==> config.mk <==
export PLATFORM = sky130hd
export DESIGN_NAME = adcpm_port_pins
export DESIGN_NICKNAME = d
export VERILOG_FILES = /design/src/design/adcpm_pkg.sv /design/src/design/adcpm_port_pins.sv
export SDC_FILE = /design/constraint.sdc
export NUM_CORES = 1
export LEC_CHECK = 0
export BUFFER_PORTS_ARGS = -buffer_cell sky130_fd_sc_hd__buf_2
export CAP_MARGIN = 25
export CORE_ASPECT_RATIO = 1.5
export CORE_MARGIN = 5
export CORE_UTILIZATION = 37
export CTS_BUF_LIST = sky130_fd_sc_hd__clkbuf_16
export CTS_CLUSTER_DIAMETER = 100
export CTS_CLUSTER_SIZE = 30
export DETAILED_ROUTE_END_ITERATION = 10
export GPL_TIMING_DRIVEN = 0
export SLEW_MARGIN = 20
export SYNTH_ARGS = -nofsm -noshare
export SYNTH_HDL_FRONTEND = slang
export SYNTH_SLANG_ARGS = --single-unit
==> constraint.sdc <==
create_clock -name clock_i -period 5.45 [get_ports clock_i]
set_clock_uncertainty 0.1 [all_clocks]
set_input_delay 0.545 -clock clock_i [delete_from_list [all_inputs] [get_ports clock_i]]
set_output_delay 0.545 -clock clock_i [all_outputs]
set_load 0.01 [all_outputs]
==> src/design/adcpm_pkg.sv <==
// constants and types for the converter port pins and multiplexer address block
// assumes a 32-bit AHB-Lite fabric; the slave decodes only the low address byte
package adcpm_pkg;

  // register byte offsets
  localparam logic [7:0] OFS_PORT_A_DATA = 8'h00;
  localparam logic [7:0] OFS_PORT_B_DATA = 8'h04;
  localparam logic [7:0] OFS_PORT_A_DIR  = 8'h08;
  localparam logic [7:0] OFS_CTRL        = 8'h0c;
  localparam logic [7:0] OFS_STATUS      = 8'h10;

  // control register fields
  localparam int CTRL_MUX_EN    = 0;
  localparam int CTRL_TRIG1_EN  = 1;
  localparam int CTRL_TRIG2_EN  = 2;
  localparam int CTRL_WIDTH     = 3;

  // reset values
  localparam logic [7:0]            PORT_A_DATA_RST = 8'h00;
  localparam logic [7:0]            PORT_A_DIR_RST  = 8'h00;
  localparam logic [CTRL_WIDTH-1:0] CTRL_RST        = 3'h0;

  // channel to pin mapping
  localparam logic [5:0] CHAN_LOW_LAST   = 6'h03;
  localparam logic [5:0] CHAN_EXT_LIMIT  = 6'h20;
  localparam logic [5:0] CHAN_HIGH_FIRST = 6'h30;
  localparam logic [5:0] CHAN_HIGH_LAST  = 6'h3b;
  localparam logic [5:0] CHAN_SHARED_FST = 6'h34;
  localparam logic [5:0] CHAN_SHARED_LST = 6'h36;
  localparam logic [5:0] CHAN_PIN_OFS    = 6'h2c;
  localparam logic [7:0] MUX_ADDR_PINS   = 8'h07;

  localparam logic [1:0] HTRANS_NONSEQ = 2'h2;

  typedef enum logic [3:0] {
    ST_IDLE = 4'h1,
    ST_SYNC = 4'h2,
    ST_LOAD = 4'h4,
    ST_RESP = 4'h8
  } adcpm_fsm_e;

  typedef struct packed {
    adcpm_fsm_e            fsm;
    logic [7:0]            addr;
    logic                  write;
    logic [7:0]            dir;
    logic [7:0]            data_a;
    logic [CTRL_WIDTH-1:0] ctrl;
    logic [7:0]            sync1_a;
    logic [7:0]            sync1_b;
    logic [7:0]            sync2_a;
    logic [7:0]            sync2_b;
    logic [31:0]           hrdata;
    logic                  hready;
    logic                  hresp;
    logic [7:0]            pa_out;
    logic [7:0]            pa_oe;
    logic [2:0]            mux_addr;
    logic [3:0]            pin_sel;
    logic                  pin_valid;
    logic [1:0]            trig_prev;
    logic [1:0]            trig_pulse;
  } adcpm_state_s;

endpackage : adcpm_pkg

==> src/design/adcpm_port_pins.sv <==
// digital port pins, trigger inputs and external multiplexer address of the converter
// assumes one AHB-Lite master, pins already synchronous to clock_i, sequencer supplies
// the channel field of the command word being executed
//
// Behaviour
// - port A is an 8-bit bidirectional port
// - each direction bit picks its pin's direction
// - input pins read back through port A data
// - output bits of data drive their pins
// - port A reads pass a synchroniser
// - port A read returns all eight pins
// - port B is input-only, no direction register
// - port B reads pass a synchroniser
// - port B read returns all eight pins
// - two trigger inputs, one per queue
// - trigger pin is input in trigger mode
// - no external mux: sixteen pins routed internally
// - external mux: 3-bit address to four muxes
// - address pins are mux address or GPIO
// - mux mode forces address pins from command
// - three analog pins shared with address outputs
// - up to 41 channels addressable in total
// - synchroniser enabled only by port data decode
// - mux inputs carry even/odd channel groups
//
// Local design decisions: the AHB-Lite interface to the registers and the register addresses.
`timescale 1ns/1ps
module adcpm_port_pins
  import adcpm_pkg::*;
(
  input  wire logic        clock_i,                        // 40 MHz bus clock
  input  wire logic        sys_rst_i,                      // synchronous reset, high
  input  wire logic        hsel_i,                         // slave select
  input  wire logic [31:0] haddr_i,                        // byte address
  input  wire logic [1:0]  htrans_i,                       // transfer type
  input  wire logic        hwrite_i,                       // write when high
  input  wire logic [2:0]  hsize_i,                        // word only
  input  wire logic        hready_i,                       // bus ready
  input  wire logic [31:0] hwdata_i,                       // write data
  output logic      [31:0] hrdata_o,                       // read data
  output logic             hreadyout_o,                    // slave ready
  output logic             hresp_o,                        // always okay
  input  wire logic [7:0]  port_a_digital_i,               // port A pin levels
  output logic      [7:0]  port_a_digital_o,               // port A drive value
  output logic      [7:0]  port_a_digital_oe_o,            // port A drive enable
  input  wire logic [7:0]  port_b_digital_i,               // port B pin levels
  input  wire logic [1:0]  ext_trigger_pin_i,              // queue 2..1 trigger pins
  output logic      [1:0]  ext_trigger_o,                  // rising edge pulses
  input  wire logic [5:0]  conversion_command_word_chan_i, // executing channel
  output logic      [2:0]  mux_address_out_o,              // external mux address
  output logic      [3:0]  converter_pin_sel_o,            // internal mux pin index
  output logic             converter_pin_valid_o           // channel maps to a pin
);

  localparam adcpm_state_s STATE_RST = '{fsm: ST_IDLE, hready: 1'b1, default: '0};

  adcpm_state_s r_reg;
  adcpm_state_s r_next;
  logic         take;

  function automatic logic is_port_data(input logic [7:0] a);
    is_port_data = (a == OFS_PORT_A_DATA) || (a == OFS_PORT_B_DATA);
  endfunction : is_port_data

  // returns {valid, pin index}; pins 0..3 are port B low, 4..7 port B high, 8..15 port A
  function automatic logic [4:0] chan_to_pin(input logic [5:0] ch, input logic mux_en);
    logic [5:0] off;
    off = ch - CHAN_PIN_OFS;
    chan_to_pin = 5'h00;
    if (mux_en && ch < CHAN_EXT_LIMIT) begin
      chan_to_pin = {1'b1, 2'h0, ch[4], ch[0]};
    end else if (!mux_en && ch <= CHAN_LOW_LAST) begin
      chan_to_pin = {1'b1, ch[3:0]};
    end else if (ch >= CHAN_HIGH_FIRST && ch <= CHAN_HIGH_LAST) begin
      // the shared pins carry the address while muxing, so they hold no channel
      if (!(mux_en && ch >= CHAN_SHARED_FST && ch <= CHAN_SHARED_LST)) begin
        chan_to_pin = {1'b1, off[3:0]};
      end
    end
  endfunction : chan_to_pin

  function automatic logic [31:0] read_mux(input adcpm_state_s s);
    read_mux = 32'h0000_0000;
    case (s.addr)
      OFS_PORT_A_DATA: read_mux = {24'h00_0000, s.sync2_a};
      OFS_PORT_B_DATA: read_mux = {24'h00_0000, s.sync2_b};
      OFS_PORT_A_DIR:  read_mux = {24'h00_0000, s.dir};
      OFS_CTRL:        read_mux = {29'h0000_0000, s.ctrl};
      OFS_STATUS:      read_mux = {24'h00_0000, s.pin_valid, s.pin_sel, s.mux_addr};
      default:         read_mux = 32'h0000_0000;
    endcase
  endfunction : read_mux

  assign take = hsel_i && (htrans_i == HTRANS_NONSEQ) && hready_i;

  always_comb begin
    logic [4:0] pin_map;
    logic       mux_en;
    pin_map = 5'h00;
    mux_en  = r_reg.ctrl[CTRL_MUX_EN];
    r_next  = r_reg;
    r_next.hresp = 1'b0;

    case (r_reg.fsm)
      ST_IDLE, ST_RESP: begin
        if (take) begin
          r_next.addr   = haddr_i[7:0];
          r_next.write  = hwrite_i;
          r_next.hready = 1'b0;
          // pins only enter the synchroniser when a port data read is decoded
          if (!hwrite_i && is_port_data(haddr_i[7:0])) begin
            r_next.sync1_a = port_a_digital_i;
            r_next.sync1_b = port_b_digital_i;
            r_next.fsm     = ST_SYNC;
          end else begin
            r_next.fsm = ST_LOAD;
          end
        end else begin
          r_next.hready = 1'b1;
          r_next.fsm    = ST_IDLE;
        end
      end
      ST_SYNC: begin
        r_next.sync2_a = r_reg.sync1_a;
        r_next.sync2_b = r_reg.sync1_b;
        r_next.fsm     = ST_LOAD;
      end
      ST_LOAD: begin
        if (r_reg.write) begin
          case (r_reg.addr)
            OFS_PORT_A_DATA: r_next.data_a = hwdata_i[7:0];
            OFS_PORT_A_DIR:  r_next.dir    = hwdata_i[7:0];
            OFS_CTRL:        r_next.ctrl   = hwdata_i[CTRL_WIDTH-1:0];
            default:         r_next.ctrl   = r_reg.ctrl; // port B has no writable state
          endcase
        end else begin
          r_next.hrdata = read_mux(r_reg);
        end
        r_next.hready = 1'b1;
        r_next.fsm    = ST_RESP;
      end
      default: begin
        r_next.hready = 1'b1;
        r_next.fsm    = ST_IDLE;
      end
    endcase

    // pin drive; address pins are taken over while external muxing is on
    r_next.mux_addr = mux_en ? conversion_command_word_chan_i[3:1] : 3'h0;
    if (mux_en) begin
      r_next.pa_out = {r_reg.data_a[7:3], r_next.mux_addr};
      r_next.pa_oe  = r_reg.dir | MUX_ADDR_PINS;
    end else begin
      r_next.pa_out = r_reg.data_a;
      r_next.pa_oe  = r_reg.dir;
    end

    pin_map = chan_to_pin(conversion_command_word_chan_i, mux_en);
    r_next.pin_valid = pin_map[4];
    r_next.pin_sel   = pin_map[3:0];

    // a trigger pin is looked at only while its queue is in trigger mode
    r_next.trig_prev  = ext_trigger_pin_i &
                        {r_reg.ctrl[CTRL_TRIG2_EN], r_reg.ctrl[CTRL_TRIG1_EN]};
    r_next.trig_pulse = r_next.trig_prev & ~r_reg.trig_prev;
  end

  always_ff @(posedge clock_i) begin
    if (sys_rst_i) begin
      r_reg <= STATE_RST;
    end else begin
      r_reg <= r_next;
    end
  end

  assign hrdata_o              = r_reg.hrdata;
  assign hreadyout_o           = r_reg.hready;
  assign hresp_o               = r_reg.hresp;
  assign port_a_digital_o      = r_reg.pa_out;
  assign port_a_digital_oe_o   = r_reg.pa_oe;
  assign ext_trigger_o         = r_reg.trig_pulse;
  assign mux_address_out_o     = r_reg.mux_addr;
  assign converter_pin_sel_o   = r_reg.pin_sel;
  assign converter_pin_valid_o = r_reg.pin_valid;
endmodule : adcpm_port_pins

==> results.json, run 1 <==
{
  "outcome": "finished clean",
  "cts_buffers": 9,
  "ant_nets": 0,
  "ys_seq_area_share_pct": 44.76,
  "crit_required_ns": 5.57,
  "timing_worst_setup_path_type": "reg -> reg",
  "io_buffers": 81,
  "final_hold_viol_count": 0,
  "final_nets": 697,
  "tns_ns": 0,
  "setup_viol": 0,
  "cp_top_family": "simple AND/OR/NAND/NOR gates",
  "crit_chain": "clkbuf_1 -> or4b_2 -> nor4_4 -> mux2i_1 -> nor2_1",
  "rows": 49,
  "p_leak_uw": 0.002283,
  "viasPerCell": 4.564,
  "start_util_pct": 37.78,
  "coreArea_um2": 11960,
  "slew_headroom_pct": 43.33,
  "first_iter_violations": 164,
  "cp_max_fo": 9,
  "worst-path-buf-inv": 1,
  "postCtsHoldBufs": 0,
  "synth_area_leaders": "dfxtp_1 45%, mux2i_1 12%, buf_4 9.8%",
  "max-cap-violations": 0,
  "worst_pin_slew_ns": 0.8437,
  "grt_pass1_vias": 3578,
  "cts.htree.levels": 3,
  "critPathCaptureType": "register",
  "grt_max_degree": 17,
  "antenna_found_initial": 0,
  "postCtsResizedCells": 0,
  "grtUsageTotal_pct": 14.76,
  "ir_worst_vdd_mv": 0.1282,
  "largest_reg_flops": 66,
  "slowest_delay_ns": 0.70,
  "post-cts-setup-buffers": 0,
  "max_freq_mhz": 413.6,
  "wl_per_cell_um": 14.09,
  "cts_tree": "built",
  "drc": 0,
  "ys_async_sr_fraction_pct": 0,
  "num-fill-cells": 1172,
  "dieWidth_um": 100.2,
  "cts-root-buf": "clkbuf_16",
  "avgSynthCellArea_um2": 9.449,
  "drv_slew": 0,
  "netlist_instances": 478,
  "firstDrtPassIters": 4,
  "dieArea_um2": 14560,
  "grt-ovfl-total": 0,
  "crit_path_top_delay_cell": "or4b_2",
  "crit_path_start_kind": "register",
  "layout_min_cycle_time_ns": 2.418,
  "period_share_pct": 44.36,
  "rsz0062_at_grt": "no",
  "clk_latency_ns": 0.34,
  "ys_types": 52,
  "cts.sinks": 101,
  "syn2layout_area_growth_pct": 23.30,
  "ctsLongestPathBuffers": 2,
  "die_height_um": 145.3,
  "layout-drive-gt1-share_pct": 28.00,
  "synth_edf_count": 0,
  "diodes": 0,
  "yosys.area.top_type": "dfxtp_1",
  "synth_top_area_share_pct": 44.76,
  "syn-cell-area_um2": 4517,
  "path_clk_slew_ns": 0.07,
  "vias": 3437,
  "ios": 158,
  "hold_class": "reg -> reg",
  "holdWs_ns": 0.2915,
  "power_density_nw_per_um2": 287.5,
  "synth-main-ff-cell": "dfxtp_1",
  "hpwl_um": 8374,
  "crit_arrival_ns": 2.54,
  "gp_congestion": 0.8539,
  "routed_wl_um": 10610,
  "yosysWarnings": 0,
  "ys_ff_latch": 101,
  "grt_pass1_wl_um": 17040
}
## layout by cell type (no fill, tap or decap), types with 3 or more instances in the layout
master / instances
mux2i_1: 54
clkbuf_16: 9
a22oi_1: 3
buf_2: 82
nand3_1: 4
buf_1: 6
a21oi_1: 17
o22ai_1: 3
a31oi_1: 6
nor4_1: 4
nand2_1: 39
o2bb2ai_1: 10
ha_1: 4
nor2b_1: 13
a22o_1: 3
nor3_1: 5
nor2_1: 48
buf_4: 59
bufinv_16: 4
dfxtp_1: 101
mux2_2: 3
nand2b_1: 34
conb_1: 25
clkbuf_1: 18
inv_1: 7
## cells in the mapped netlist, types with 4 or more instances
library cell and count:
nand2b_1 34, buf_4 59, nand2_1 39, dfxtp_1 101, mux2i_1 54, inv_1 7
nor2b_1 13, buf_1 5, o2bb2ai_1 10, nand3_1 4, a31oi_1 6, nor2_1 48
clkbuf_1 18, a21oi_1 17, nor3_1 5, ha_1 4, nor4_1 4
## power breakdown
part / switching (µW) / total (µW) / internal (µW)
Clock: 270 / 763 / 493
Sequential: 3.03 / 744 / 741
Combinational: 52.2 / 93.7 / 41.5
Total: 325 / 1600 / 1280
## logic make-up after synthesis
kind of cell	after synthesis	share of synthesized area, %
simple gates	167	19.83
flops	101	44.76
buf+inv	91	12.66
mux	57	12.71
compound gates	55	8.449
fa+ha+maj	4	1.108
xor+xnor	2	0.3879
other cells	1	0.08302
## worst reg2reg max path, delay by kind of cell (launching register included)
kind | cells | cell delay [ns]
DFF | 1 | 0.30
and+or+nand+nor | 3 | 1.38
buffers and inverters | 1 | 0.23
muxes | 1 | 0.29
## worst paths after layout
| path | start | end | slack (ns) | cells after the start |
|---|---|---|---|---|
| setup / recovery | r_reg[118]$_SDFFE_PP0P_ | r_reg[97]$_SDFFE_PP0P_ | 3.03 | 5 |
| hold / removal | r_reg[2]$_SDFF_PP0_ | ext_trigger_o[0]$_SDFF_PP0_ | 0.29 | 1 |
| setup reg to reg | r_reg[118]$_SDFFE_PP0P_ | r_reg[97]$_SDFFE_PP0P_ | 3.03 | 5 |
| hold reg to reg | r_reg[2]$_SDFF_PP0_ | ext_trigger_o[0]$_SDFF_PP0_ | 0.29 | 1 |
## layer usage
metal,GRT usage [%],vias to the layer above,wire [µm]
met4,6.945,0,301
li1,-,1777,-
met5,0,-,0
met2,26.59,77,5556
met3,2.738,17,505
met1,16.31,1566,4246
## area by class of cell
| type | count | area (µm²) | share of cell area, % |
|---|---|---|---|
| sequential | 101 | 2022 | 36.31 |
| buffer | 84 | 545.5 | 9.796 |
| clock inverter | 7 | 136.4 | 2.449 |
| timing repair buffer | 82 | 409.1 | 7.347 |
| multi-input combinational | 310 | 2013 | 36.15 |
| tap | 153 | 191.4 | 3.437 |
| clock buffer | 9 | 225.2 | 4.044 |
| inverter | 7 | 26.28 | 0.4718 |
## stage by stage
stage	area [µm²]	cells	power (µW)	setup slack [ns]	util, %
2_1_floorplan	4607	502	817.3	3.173	-
5_1_grt	5569	753	1650	2.954	46.58
3_3_place_gp	5204	736	853.1	2.819	43.53
4_1_cts	5569	753	1612	3.021	46.58
6_report	5569	753	1601	3.032	46.58
3_5_place_dp	5207	737	854.2	2.731	43.56
Note: power is estimated with default switching activity, not from simulation.
==> run 2: changes to the inputs <==
Settings changed: ABC_AREA set to 1.
Clock period 5.45 ns to 2.1 ns, I/O delays scaled along.
==> run 2 against run 1 <==
Against the previous run:
- combinational power grew to 3.1 times the previous value
- area after synthesis is 2.4% lower
- global-route usage is 0.66 points higher
- maximum frequency grew 40%
- die area is 2.2% lower
- first-iteration DRC count up 37%
- via count grew 12%
- clock power is 93% higher
- synthesized cell count rose by 22%
- sequential power grew to 2.6 times the previous value
- cell count increased by 15%
- largest cell class unchanged
- largest power group is now sequential cells
==> results.json, run 2 <==
{
  "grt_pass1_vias": 3755,
  "ios": 158,
  "synth_edf_count": 0,
  "worst-path-buf-inv": 1,
  "final_cell_mix": "101 x dfxtp_1, 87 x buf_2, 80 x nor2_1",
  "period_share_pct": 82.43,
  "multi_input_area_um2": 1685,
  "p_leak_uw": 0.002732,
  "layout_commonest_cell": "dfxtp_1",
  "layout_min_cycle_time_ns": 1.731,
  "die_height_um": 143.7,
  "path_clk_slew_ns": 0.06,
  "wl_per_cell_um": 12.46,
  "final_hold_viol_count": 0,
  "critPathCaptureType": "register",
  "yosys.area.top_type": "dfxtp_1",
  "drc": 0,
  "worst_pin_slew_ns": 0.6620,
  "start_util_pct": 38.04,
  "viasPerCell": 4.427,
  "final_nets": 816,
  "grtUsageTotal_pct": 15.42,
  "ctsLongestPathBuffers": 2,
  "grt-ovfl-total": 0,
  "layout-drive-gt1-share_pct": 24.79,
  "crit_chain": "nor2_1 -> nand2_1 -> nor2_4 -> nand3_2 -> buf_2 -> o21ai_0 -> a21oi_1",
  "num-fill-cells": 1167,
  "timing.rr.start": "r_reg[114]$_SDFFE_PP0P_",
  "power_density_nw_per_um2": 671.0,
  "rsz0062_at_grt": "no",
  "io_buffers": 81,
  "yosys.area_share.simple_pct": 20.46,
  "drv_slew": 0,
  "first_iter_violations": 225,
  "timing_worst_setup_path_type": "reg -> reg",
  "ir_worst_vdd_mv": 0.3514,
  "synth_area_leaders": "dfxtp_1 46%, buf_4 10%, o21ai_0 7.4%",
  "largest_reg_flops": 66,
  "hold_class": "in -> reg",
  "yosys-top-cells-count": "101 x dfxtp_1, 80 x nor2_1, 78 x nand2_1",
  "coreArea_um2": 11590,
  "synth-main-ff-cell": "dfxtp_1",
  "ant_nets": 0,
  "worstHoldPathCells": 3,
  "ys_ff_latch": 101,
  "cp_top_family": "simple AND/OR/NAND/NOR gates",
  "hpwl_um": 8573,
  "grt_pass1_wl_um": 17480,
  "netlist_instances": 583,
  "dieArea_um2": 14250,
  "ys_types": 29,
  "synth_top_family_by_area": "simple AND/OR/NAND/NOR gates",
  "register_area_um2": 2022,
  "post-cts-setup-buffers": 0,
  "cts_buffers": 9,
  "synth-xor-area-share_pct": 0.1986,
  "ys_async_sr_fraction_pct": 0,
  "grt_max_degree": 16,
  "ff2ff_path_depth": 7,
  "outcome": "finished clean",
  "crit_path_start_kind": "register",
  "max-cap-violations": 0,
  "cts.htree.levels": 3,
  "clk_latency_ns": 0.34,
  "synthMuxAreaShare_pct": 0,
  "slowest_delay_ns": 0.32,
  "syn-cell-area_um2": 4409,
  "cp_max_fo": 10,
  "avgSynthCellArea_um2": 7.563,
  "routed_wl_um": 10810,
  "rows": 48,
  "crit_arrival_ns": 1.86,
  "cts_tree": "built",
  "cts-root-buf": "clkbuf_16",
  "dieWidth_um": 99.13,
  "postCtsHoldBufs": 15,
  "ys_seq_area_share_pct": 45.86,
  "min_delay_worst_endpoint": "r_reg[3]$_SDFF_PP0_",
  "yosysWarnings": 0,
  "synthAdderAreaFrac_pct": 1.135,
  "gp_congestion": 0.8477,
  "vias": 3843,
  "timing.rr.end": "r_reg[103]$_SDFFE_PP0P_",
  "r2r_slack_ns": 0.37,
  "worstHoldStart": "ext_trigger_pin_i[1]",
  "fin_util_pct": 47.46,
  "crit_required_ns": 2.23,
  "crit_path_top_delay_cell": "dfxtp_1",
  "synth_top_area_share_pct": 45.86,
  "postCtsResizedCells": 0,
  "firstDrtPassIters": 5,
  "slew_headroom_pct": 55.70,
  "setup_viol": 0,
  "synth_compound_area_share_pct": 14.30,
  "max_freq_mhz": 577.7,
  "diodes": 0,
  "antenna_found_initial": 0,
  "synth_most_common_cell": "dfxtp_1",
  "tns_ns": 0,
  "cts.sinks": 101,
  "syn2layout_area_growth_pct": 24.77
}
==> run 2: power breakdown <==
group	total (µW)	switching, µW	leakage (µW)	internal, µW
Sequential	1940	9.58	0.000814	1930
Combinational	286	163	0.00178	122
Clock	1470	684	0.000135	786
Total	3690	857	0.00273	2830
==> run 2: cells by family after synthesis <==
family                   after synthesis
other                                  1
adder cells (fa/ha/maj)                4
flip-flops                           101
AND/OR/NAND/NOR                      209
AO/OA/AOI/OAI                        122
buffers and inverters                145
XOR/XNOR                               1
==> run 2: area by class of cell <==
class / count / area share, %
Sequential cell: 101 / 36.75
Clock inverter: 6 / 0.6141
Inverter: 68 / 4.640
Clock buffer: 9 / 4.094
Multi-Input combinational cell: 361 / 30.63
Tap cell: 150 / 3.411
Timing Repair Buffer: 96 / 10.10
Buffer: 77 / 9.757
==> run 2: per-stage QoR <==
step / instance area, µm² / cells / hold slack (ns) / worst slack (ns) / total power [µW]
global route: 5502 / 868 / 0.003520 / 0.2112 / 3843
floorplan: 4499 / 607 / 0.1870 / 0.6826 / 2148
detailed placement: 5092 / 838 / 0.2834 / 0.3661 / 2243
CTS: 5502 / 868 / 0.0009573 / 0.3600 / 3718
global placement: 5092 / 838 / 0.2778 / 0.4068 / 2238
finish: 5502 / 868 / 0.005870 / 0.3690 / 3692
==> run 2: worst max-delay path by stage <==
stage	slack, ns	cells past startpoint	to	from
floorplan	0.68	7	r_reg[102]$_SDFFE_PP0P_	r_reg[114]$_SDFFE_PP0P_
global placement	0.41	7	r_reg[103]$_SDFFE_PP0P_	r_reg[114]$_SDFFE_PP0P_
detailed placement	0.37	7	r_reg[103]$_SDFFE_PP0P_	r_reg[114]$_SDFFE_PP0P_
CTS	0.36	7	r_reg[103]$_SDFFE_PP0P_	r_reg[114]$_SDFFE_PP0P_
global route	0.21	7	r_reg[103]$_SDFFE_PP0P_	r_reg[114]$_SDFFE_PP0P_
finish	0.37	7	r_reg[103]$_SDFFE_PP0P_	r_reg[114]$_SDFFE_PP0P_
==> run 2: worst min-delay path, stage by stage <==
cell,delay (ns)
buf_2,0.09
inv_1,0.06
nor3_1,0.04
==> run 2: layer usage <==
metal | wire length, µm | track usage [%]
met5 | 0 | 0
met4 | 238 | 6.331
met3 | 540 | 3.351
met2 | 5957 | 29.67
met1 | 4075 | 15.92
